<file path="src/rtl/psu_pkg.sv">
/*
 * Constants and shared types of the supply's management bus slave.
 * Assumes a 50 MHz system clock; all timing counts derive from it.
 */
package psu_pkg;

   // ***********************************************************
   // Addressing
   // ***********************************************************
   localparam logic [7:0] BASE_ADDR   = 8'hB0;
   localparam logic [7:0] ADDR_WR_11  = 8'hB6;
   localparam logic [7:0] ADDR_RD_11  = 8'hB7;
   localparam logic [7:0] ADDR_WR_10  = 8'hB4;
   localparam logic [7:0] ADDR_WR_01  = 8'hB2;
   localparam logic [7:0] ADDR_WR_00  = 8'hB0;
   localparam logic [7:0] ADDR_RD_00  = 8'hB1;
   localparam int         STRAP_POS   = 1;
   localparam logic [1:0] STRAP_OPEN  = 2'h3;
   localparam logic [3:0] BYTE_BITS   = 4'h8;

   // ***********************************************************
   // Timing
   // ***********************************************************
   localparam int CLK_HZ     = 50_000_000;
   localparam int GAP_MS     = 15;
   localparam int F_MIN_HZ   = 10_000;
   localparam int F_MAX_HZ   = 100_000;
   // Gap is exact, least period rounds up, longest period rounds down; all exact at this rate
   localparam int GAP_CYC    = (GAP_MS * (CLK_HZ / 1000) + 0);
   localparam int PER_MIN_CYC = (CLK_HZ + F_MAX_HZ - 1) / F_MAX_HZ;
   localparam int PER_MAX_CYC = CLK_HZ / F_MIN_HZ;
   localparam int CNT_W      = 20;

   // ***********************************************************
   // Types
   // ***********************************************************
   typedef enum logic [2:0] {
      ST_IDLE   = 3'h0,
      ST_ADDR   = 3'h1,
      ST_AACK   = 3'h3,
      ST_WRITE  = 3'h2,
      ST_WACK   = 3'h6,
      ST_READ   = 3'h7,
      ST_RACK   = 3'h5,
      ST_IGNORE = 3'h4
   } bus_state_t;

   typedef struct packed {
      logic       valid;
      logic       first;
      logic [7:0] data;
   } rx_byte_t;

   typedef struct packed {
      logic       space_fault;
      logic       rate_fault;
      logic       addressed;
      logic [7:0] own_addr;
   } slave_status_t;

   typedef struct packed {
      bus_state_t       st;
      logic [3:0]       cnt;
      logic [7:0]       shreg;
      logic             rw;
      logic             nack;
      logic             first;
      logic             scl_p;
      logic             sda_p;
      logic             sda_oe;
      logic             tx_req;
      logic             seen_rise;
      logic             gap_armed;
      logic [CNT_W-1:0] gap_cnt;
      logic [CNT_W-1:0] per_cnt;
      rx_byte_t         rx;
      slave_status_t    stat;
   } slave_state_t;

endpackage

</file>
<file path="src/rtl/psu_i2c_slave_addressing.sv">
/*
 * Management bus slave of the supply: strap-selected address match,
 * byte transfer, and monitors for transaction spacing and clock rate.
 * Assumes an external pull-up on SCL and SDA and a master on the far side.
 */
// Summary of operation
// - Address is base with straps at bits 2:1
// - Straps pick 0xB0/B2/B4/B6, read address plus one
// - Open straps read high, highest address
// - Host masters bus; supply never drives clock
// - One address serves commands and unit data
// - Bus clock stays within 10 to 100 kHz
// - Command bytes serviced only while powered
`timescale 1ns/1ps
module psu_i2c_slave_addressing
   import psu_pkg::*;
#(
   parameter int GAP_CYCLES    = psu_pkg::GAP_CYC,
   parameter int PER_MAX_CYCLES = psu_pkg::PER_MAX_CYC
) (
   // Clock and reset
   input  wire logic                   clk,
   input  wire logic                   rstn,
   // Bus pins; SCL is input only
   input  wire logic                   scl_i,
   input  wire logic                   sda_i,
   output logic                        sda_o,
   output logic                        sda_oe,
   // Slot straps and power state
   input  wire logic                   slot_addr_strap_lo,
   input  wire logic                   slot_addr_strap_hi,
   input  wire logic                   power_good,
   // Byte side
   output psu_pkg::rx_byte_t           rx,
   input  wire logic [7:0]             tx_data,
   output logic                        tx_req,
   // Status
   output psu_pkg::slave_status_t      stat
);
   import psu_pkg::*;

   // ***********************************************************
   // Checks and synchronisers
   // ***********************************************************
   if (GAP_CYCLES < 1 || GAP_CYCLES >= (1 << CNT_W) - 1)
   begin : g_gap_chk
      $error("GAP_CYCLES out of counter range");
   end
   if (PER_MAX_CYCLES <= PER_MIN_CYC || PER_MAX_CYCLES >= (1 << CNT_W) - 1)
   begin : g_per_chk
      $error("PER_MAX_CYCLES out of counter range");
   end

   localparam logic [CNT_W-1:0] GAP_LIM = CNT_W'(GAP_CYCLES);
   localparam logic [CNT_W-1:0] PER_MIN = CNT_W'(PER_MIN_CYC);
   localparam logic [CNT_W-1:0] PER_MAX = CNT_W'(PER_MAX_CYCLES);

   logic [1:0] straps;
   logic       scl_s;
   logic       sda_s;
   logic       pwr_s;

   // Pull-ups make an open strap a one, so reset matches that
   sync2 #(.W(2), .RST(STRAP_OPEN)) u_strap_sync (
      .clk  (clk),
      .rstn (rstn),
      .din  ({slot_addr_strap_hi, slot_addr_strap_lo}),
      .dout (straps)
   );
   sync2 #(.W(3), .RST(3'h6)) u_bus_sync (
      .clk  (clk),
      .rstn (rstn),
      .din  ({scl_i, sda_i, power_good}),
      .dout ({scl_s, sda_s, pwr_s})
   );

   // ***********************************************************
   // Bus engine
   // ***********************************************************
   slave_state_t q;
   slave_state_t d;
   logic         rise;
   logic         fall;
   logic         start;
   logic         stop;

   assign rise  = scl_s & ~q.scl_p;
   assign fall  = ~scl_s & q.scl_p;
   assign start = scl_s & q.scl_p & q.sda_p & ~sda_s;
   assign stop  = scl_s & q.scl_p & ~q.sda_p & sda_s;

   always_comb
   begin
      d          = q;
      d.rx.valid = 1'b0;
      d.tx_req   = 1'b0;
      d.scl_p    = scl_s;
      d.sda_p    = sda_s;
      // Same address for command space and unit data
      d.stat.own_addr = BASE_ADDR | (8'(straps) << STRAP_POS);
      if (q.gap_armed && q.gap_cnt != GAP_LIM)
         d.gap_cnt = q.gap_cnt + CNT_W'(1);
      if (q.per_cnt != '1)
         d.per_cnt = q.per_cnt + CNT_W'(1);

      if (start)
      begin
         // Flag a master that came back too soon
         d.stat.space_fault = q.gap_armed && q.gap_cnt < GAP_LIM;
         d.gap_armed       = 1'b0;
         d.stat.rate_fault = 1'b0;
         d.stat.addressed  = 1'b0;
         d.seen_rise       = 1'b0;
         d.st              = ST_ADDR;
         d.cnt             = '0;
         d.sda_oe          = 1'b0;
      end
      else if (stop)
      begin
         d.st        = ST_IDLE;
         d.sda_oe    = 1'b0;
         d.gap_armed = q.stat.addressed;
         d.gap_cnt   = '0;
      end
      else
      begin
         if (rise)
         begin
            // Period between rising edges must sit inside the rate window
            if (q.seen_rise && (q.per_cnt < PER_MIN || q.per_cnt > PER_MAX))
               d.stat.rate_fault = 1'b1;
            d.seen_rise = 1'b1;
            d.per_cnt   = '0;
         end
         case (q.st)
            ST_ADDR, ST_WRITE:
            begin
               if (rise)
               begin
                  d.shreg = {q.shreg[6:0], sda_s};
                  d.cnt   = q.cnt + 4'h1;
               end
               else if (fall && q.cnt == BYTE_BITS)
               begin
                  if (q.st == ST_WRITE)
                  begin
                     // Unpowered: acknowledge but do not deliver
                     d.rx.valid = pwr_s;
                     d.rx.first = q.first;
                     d.rx.data  = q.shreg;
                     d.first    = 1'b0;
                     d.sda_oe   = 1'b1;
                     d.st       = ST_WACK;
                  end
                  else if (q.shreg[7:1] == q.stat.own_addr[7:1])
                  begin
                     d.sda_oe         = 1'b1;
                     d.rw             = q.shreg[0];
                     d.first          = 1'b1;
                     d.stat.addressed = 1'b1;
                     d.st             = ST_AACK;
                  end
                  else
                     d.st = ST_IGNORE;
               end
            end
            ST_AACK, ST_WACK, ST_RACK:
            begin
               if (rise)
                  d.nack = sda_s;
               else if (fall)
               begin
                  d.cnt = '0;
                  if (q.st == ST_RACK && q.nack)
                  begin
                     d.sda_oe = 1'b0;
                     d.st     = ST_IGNORE;
                  end
                  else if (q.st == ST_RACK || (q.st == ST_AACK && q.rw))
                  begin
                     d.shreg  = tx_data;
                     d.tx_req = 1'b1;
                     d.sda_oe = ~tx_data[7];
                     d.st     = ST_READ;
                  end
                  else
                  begin
                     d.sda_oe = 1'b0;
                     d.st     = ST_WRITE;
                  end
               end
            end
            ST_READ:
            begin
               if (rise)
                  d.cnt = q.cnt + 4'h1;
               else if (fall)
               begin
                  if (q.cnt == BYTE_BITS)
                  begin
                     d.sda_oe = 1'b0;
                     d.st     = ST_RACK;
                  end
                  else
                  begin
                     d.shreg  = {q.shreg[6:0], 1'b0};
                     d.sda_oe = ~q.shreg[6];
                  end
               end
            end
            default:
               d.sda_oe = 1'b0;
         endcase
      end
   end

   always_ff @(posedge clk or negedge rstn)
   begin
      if (!rstn)
      begin
         q               <= '0;
         q.st            <= ST_IDLE;
         q.scl_p         <= 1'b1;
         q.sda_p         <= 1'b1;
         q.stat.own_addr <= ADDR_WR_11;
      end
      else
         q <= d;
   end

   // ***********************************************************
   // Outputs
   // ***********************************************************
   // Pin is open drain: only ever pulled low, and SCL is never driven
   assign sda_o  = 1'b0;
   assign sda_oe = q.sda_oe;
   assign rx     = q.rx;
   assign tx_req = q.tx_req;
   assign stat   = q.stat;
endmodule

</file>
<file path="src/rtl/sync2.sv">
/*
 * Two-stage synchroniser for a bundle of pin levels.
 * Assumes inputs are asynchronous levels; the reset value is a parameter.
 */
`timescale 1ns/1ps
module sync2 #(
   parameter int           W   = 1,
   parameter logic [W-1:0] RST = '0
) (
   // Clock and reset
   input  wire logic         clk,
   input  wire logic         rstn,
   // Levels
   input  wire logic [W-1:0] din,
   output logic      [W-1:0] dout
);
   logic [W-1:0] meta_q;

   always_ff @(posedge clk or negedge rstn)
   begin
      if (!rstn)
      begin
         meta_q <= RST;
         dout   <= RST;
      end
      else
      begin
         meta_q <= din;
         dout   <= meta_q;
      end
   end
endmodule

</file>
<file path="config.mk">
export PLATFORM = sky130hd
export DESIGN_NAME = psu_i2c_slave_addressing
export DESIGN_NICKNAME = d
export VERILOG_FILES = /design/src/rtl/psu_pkg.sv /design/src/rtl/psu_i2c_slave_addressing.sv /design/src/rtl/sync2.sv
export SDC_FILE = /design/constraint.sdc
export NUM_CORES = 1
export LEC_CHECK = 0
export ABC_AREA = 0
export CAP_MARGIN = 10
export CELL_PAD_IN_SITES_DETAIL_PLACEMENT = 0
export CELL_PAD_IN_SITES_GLOBAL_PLACEMENT = 1
export CORE_UTILIZATION = 30
export CTS_BUF_LIST = sky130_fd_sc_hd__clkbuf_16
export CTS_CLUSTER_SIZE = 14
export DETAILED_ROUTE_END_ITERATION = 6
export DONT_BUFFER_PORTS = 1
export PLACE_DENSITY_LB_ADDON = 0.1
export SYNTH_ARGS = -nofsm -noshare
export SYNTH_HDL_FRONTEND = slang
export SYNTH_SLANG_ARGS = --single-unit
</file>
<file path="constraint.sdc">
create_clock -name clk -period 2.43 [get_ports clk]
set_input_delay 0 -clock clk [delete_from_list [all_inputs] [get_ports clk]]
set_output_delay 0 -clock clk [all_outputs]
set_load 0.05 [all_outputs]
</file>
Word level (Yosys, flattened, before mapping)
Index checks and enable logic that the tools add are counted.
- add/sub/neg operators: 3
- $mul: 0
- divide/modulo/power cells: 0
- order comparisons: 3
- equality and inequality tests: 33
- shift-type cells: 0
- muxes and demuxes: 72
- bitwise logic cells: 17
- reduce and logical (&&, ||, !) cells: 31
- operators with widths (operator ; number):
    2-to-1 mux 20 bit ; 3
    2-to-1 mux 50 bit ; 1
    2-to-1 mux 15 bit ; 3
    case mux 15 bit (3 select lines) ; 1
    adder 20 x 1 -> 20 bit, second input constant ; 2
    2-to-1 mux 10 bit ; 4
    2-to-1 mux 8 bit ; 5
    != test 20 bit, second input constant ; 2
    2-to-1 mux 1 bit ; 33
    2-to-1 mux 3 bit ; 10
    2-to-1 mux 30 bit ; 1
    != test 4 bit, second input constant ; 7
    AND reduction 6 bit ; 4
    2-to-1 mux 21 bit ; 1
    greater-than comparator 20 x 13 -> 1 bit, second input constant ; 1
    < comparator 20 bit, second input constant ; 1
    < comparator 20 x 9 -> 1 bit, second input constant ; 1
    != test 2 bit, second input constant ; 10
    AND reduction 7 bit ; 2
    nonzero test 2 bit ; 7
    2-to-1 mux 12 bit ; 1
    2-to-1 mux 2 bit ; 6
    != test 3 bit, second input constant ; 4
    AND reduction 11 bit ; 1
    other kinds (24) ; 48
- flip-flop bits (word level): 89
- bits in latches: 0
- RAM bits: 0
- bits in read-only memories: 0
- input bits: 15
- output and inout port bits: 24
- logic and storage cells: 184
- memories kept: 0

Logic depth before layout (Yosys ltp)
- depth after elaboration: 10
- depth in mapped cells: 7

Cells and area by module
A second synthesis with hierarchy kept.
- cell total of the unflattened synthesis: 510
- area total of the unflattened synthesis: 4842.1 um2
- by module, submodules not included (module ; times used ; cells each ; area an instance (um2)):
    psu_i2c_slave_addressing ; 1 ; 500 ; 4581.9
    sync2 (u_bus_sync) ; 1 ; 6 ; 155.1
    sync2 (u_strap_sync) ; 1 ; 4 ; 105.1

Least setup slack after synthesis
No wires, ideal clock.
- path type: register to register
- from: reg q[66] (netlist bit)
- to: reg q[70] (netlist bit)
- library setup time: 0.125 ns
- arrival: 1.721 ns
- path slack: 0.584 ns
- cell stages (with the launch flop): 7
- buffers on the path: 1
- path through: dfstp_2 > nand2b_1 > clkbuf_2 > nand2_1 > a2bb2oi_1 > nor3_4 > mux2_2
- word-level cells in the longest chain between the ends: 5
- RTL lines (element ; RTL line ; RTL):
    start: declaration ; psu_i2c_slave_addressing.sv:80 ; slave_state_t q;
    bitwise AND 1 bit ; psu_i2c_slave_addressing.sv:89, psu_i2c_slave_addressing.sv:90 ;
    bitwise AND 1 bit (on tied branches) (2 in a row) ; psu_i2c_slave_addressing.sv:90, psu_i2c_slave_addressing.sv:89 ;
    NOT 1 bit (no source line) ; -- ;
    AND reduction 11 bit (no source line) (*) ; -- ;
Mark *: on every way between the ends. The rest lies on a longest branch, timed or not.
A chain may end at the register's enable or synchronous reset.

Final worst setup path
- from: reg q[83] (netlist bit)
- to: reg q[70] (netlist bit)
- word-level cells in the longest chain between the ends: 5
- RTL lines (element ; RTL line ; RTL):
    equality test 3 x 2 -> 1 bit ; psu_i2c_slave_addressing.sv:135, psu_i2c_slave_addressing.sv:179 ;
    logical AND 1 bit ; psu_i2c_slave_addressing.sv:179 ; else if (q.st == ST_RACK || (q.st == ST_AACK && q.rw))
    logical OR 1 bit ; psu_i2c_slave_addressing.sv:179 ;
    != test 2 bit (no source line) ; -- ;
    AND reduction 11 bit (no source line) ; -- ;
Several ways; a longest one is shown, not always the timed one.

==> results.sh <==
export IMPL_status="complete, no violations"
export IMPL_drc=0
export IMPL_synth_area_um2=4713
export IMPL_p_total_w=0.003889
export IMPL_die_y_um=127.3
export IMPL_ir_drop_v=0.0003568
export IMPL_wirelength_mm=10.87
export IMPL_synth_top_cell_area_share_pct=40.88
export IMPL_yosys_area_top_type="dfrtp_1"
export IMPL_first_pass_iters=4
export IMPL_antenna_cells=0
export IMPL_mostFrequentLayoutCells="dfrtp_1 (77), nand2_1 (41), nor2_1 (37), mux2_2 (25)"
export IMPL_cts_tree="done"
export IMPL_cp_arrival_ps=2460
export IMPL_critical_path_top_delay_family="simple AND/OR/NAND/NOR gates"
export IMPL_grt_pass1_wl_mm=18.08
export IMPL_post_cts_resized=0
export IMPL_crit_path_start_kind="flip-flop"
export IMPL_leakagePower_nw=2.310
export IMPL_use_met2_pct=22.21
export IMPL_synth_edf_count=0
export IMPL_path_class="reg -> reg"
export IMPL_areaGrowthSynthToFinish_pct=13.49
export IMPL_synth_cell_types=62
export IMPL_r2r_start="q[83]"
export IMPL_core_area_um2=15260
export IMPL_cts_root_buf="clkbuf_16"
export IMPL_ioPinCount=39
export IMPL_vias_per_cell=4.851
export IMPL_synth_seq_cells=89
export IMPL_grt_max_degree=90
export IMPL_synthCells=471
export IMPL_worstPathRequired_ps=2670
export IMPL_port_buffers=0
export IMPL_yosysWarnings=0
export IMPL_wire_per_inst_um=15.59
export IMPL_die_w_um=127.3
export IMPL_avgSynthCellArea_um2=10.01
export IMPL_path_depth=6
export IMPL_critPathMaxFanout=9
export IMPL_holdBufCountCts=15
export IMPL_cp_slowest_cell="dfrtp_1"
export IMPL_busiest_layer="met2"
export IMPL_worst_pin_slew_ps=951.0
export IMPL_rows=45
export IMPL_hold_viol=0
export IMPL_yosysSeqAreaShare_pct=47.57
export IMPL_grtUsageMet3_pct=2.513
export IMPL_worstHoldEndpoint="sda_oe"
export IMPL_rrSetupSlack_ps=210
export IMPL_maxCapViolCount=0
export IMPL_gr_total_overflow=0
export IMPL_slew_viol_final=0
export IMPL_ys_flop_type="dfrtp_1"
export IMPL_gp_congestion=0.8211
export IMPL_htreeDepth=3
export IMPL_hold_class="in -> reg"
export IMPL_post_cts_buffers=0
export IMPL_worstRegToRegCells=6
export IMPL_drtIter0Drc=210
export IMPL_hold_path_startpoint="tx_data[7]"
export IMPL_clkLatencyLatePin_ps=350
export IMPL_cts_clk_slew_worst_paths_ps=70
export IMPL_synth_area_leaders="dfrtp_1 (41%), dfstp_2 (6.7%), mux2_2 (6.0%)"
export IMPL_grt_pass1_vias=3329
export IMPL_max_stage_delay_ps=450
export IMPL_cts_inserted_buffers=9
export IMPL_antenna_left=0
export IMPL_antenna_found_initial=0
export IMPL_r2r_end="q[70]"
export IMPL_vias=3381
export IMPL_rsz0062_at_grt="no"
export IMPL_cts_buffer_depth=2
export IMPL_dieArea_um2=16220
export IMPL_hold_path_depth=3
export IMPL_layout_nets=502
export IMPL_drive_gt1_share_pct=16.87
export IMPL_cts_sinks=89
export IMPL_power_density_nw_per_um2=727.1
export IMPL_period_needed_ps=2221
export IMPL_fin_crit_sh_pct=91.41
export IMPL_grt_use_total_pct=14.62
export IMPL_met1_usage_pct=20.24
export IMPL_fin_skew_ps=10.34
export IMPL_crit_chain="buf_4, or2_1, a21boi_2, a2bb2oi_1, nor3_4, mux2_2"
export IMPL_cp_num_buf_inv=1
export IMPL_setup_violations=0
export IMPL_relSlewSlack_pct=36.60
export IMPL_cp_end_kind="flip-flop"
export IMPL_final_common_cell="dfrtp_1"
export IMPL_tns_ps=0
export IMPL_ys_async_sr_fraction_pct=100.0
export IMPL_fmax_mhz=450.2
export IMPL_start_util_pct=30.89
export IMPL_post_dp_hpwl_mm=7.490
cell type report:
class	count	area (um2)
Fill cell	1542	9910
Tap cell	211	264.0
Timing Repair Buffer	33	302.8
Clock inverter	7	72.57
Multi-Input combinational cell	335	2193
Sequential cell	89	2242
Clock buffer	9	225.2
Inverter	13	48.80
through the flow:
stage	hold slack, ps	utilization, %	setup slack [ps]	instance area (um2)	cells
after floorplan	-295.6	-	584.3	4732	476
after global placement	-293.3	32.00	268.5	4883	666
after detailed placement	-292.0	32.00	197.9	4883	666
after CTS	26.11	35.06	187.4	5349	697
after global routing	45.24	35.06	83.43	5349	697
final	56.24	35.06	208.6	5349	697
kinds of logic after synthesis:
group           after synthesis  synth area share [%]
mux                          30                 7.035
buf+inv                      52                 6.398
compound gates               79                 10.86
xor+xnor                     29                 5.389
simple gates                184                 21.00
flops                        89                 47.57
other cells                   2                0.1593
fa+ha+maj                     6                 1.593
tightest hold or removal path, stage by stage:
cell,delay [ps]
o311ai_1,90
a21oi_1,170
o41ai_1,100
registers in the layout (all words and copies together) (netlist names):
name / cells
u_bus_sync.dout: 3
u_strap_sync.meta_q: 2
q: 62
sda_oe: 1
rx: 10
u_strap_sync.dout: 2
tx_req: 1
stat: 5
u_bus_sync.meta_q: 3
report_power, final:
group          internal [W]  switching (W)
logic              0.000334       0.000342
clock network      0.000726       0.000668
registers           0.00163       0.000186
total               0.00269        0.00120
cells in the mapped netlist, types with 4 or more instances:
cell type	count
nor2_1	37
and4_1	5
nor2b_1	7
clkbuf_1	7
nand4_1	9
o21ai_0	21
dfrtp_1	77
nor3_1	14
mux2i_1	5
buf_4	24
nand2_1	41
a31oi_1	4
o211ai_1	5
and3_1	11
a311oi_1	4
dfstp_2	12
xor2_1	14
nand3_1	17
nand4b_1	4
buf_2	6
ha_1	6
nand2b_1	7
a21oi_1	21
and2_1	4
mux2_2	25
nor3b_1	4
inv_1	13
xnor2_1	15
or3_1	6
how the worst max path moves through the flow:
stage	to	startpoint
floorplan	q[70]	q[66]
global placement	q[72]	q[83]
detailed placement	q[75]	q[83]
CTS	q[77]	q[83]
global route	q[70]	q[83]
finish	q[70]	q[83]
metal layers:
layer | vias to the layer above | routed length, um
met3 | 15 | 307
met2 | 54 | 4829
met5 | - | 0
li1 | 1676 | -
met4 | 0 | 222
met1 | 1636 | 5506
Note: power is estimated with default switching activity, not from simulation.
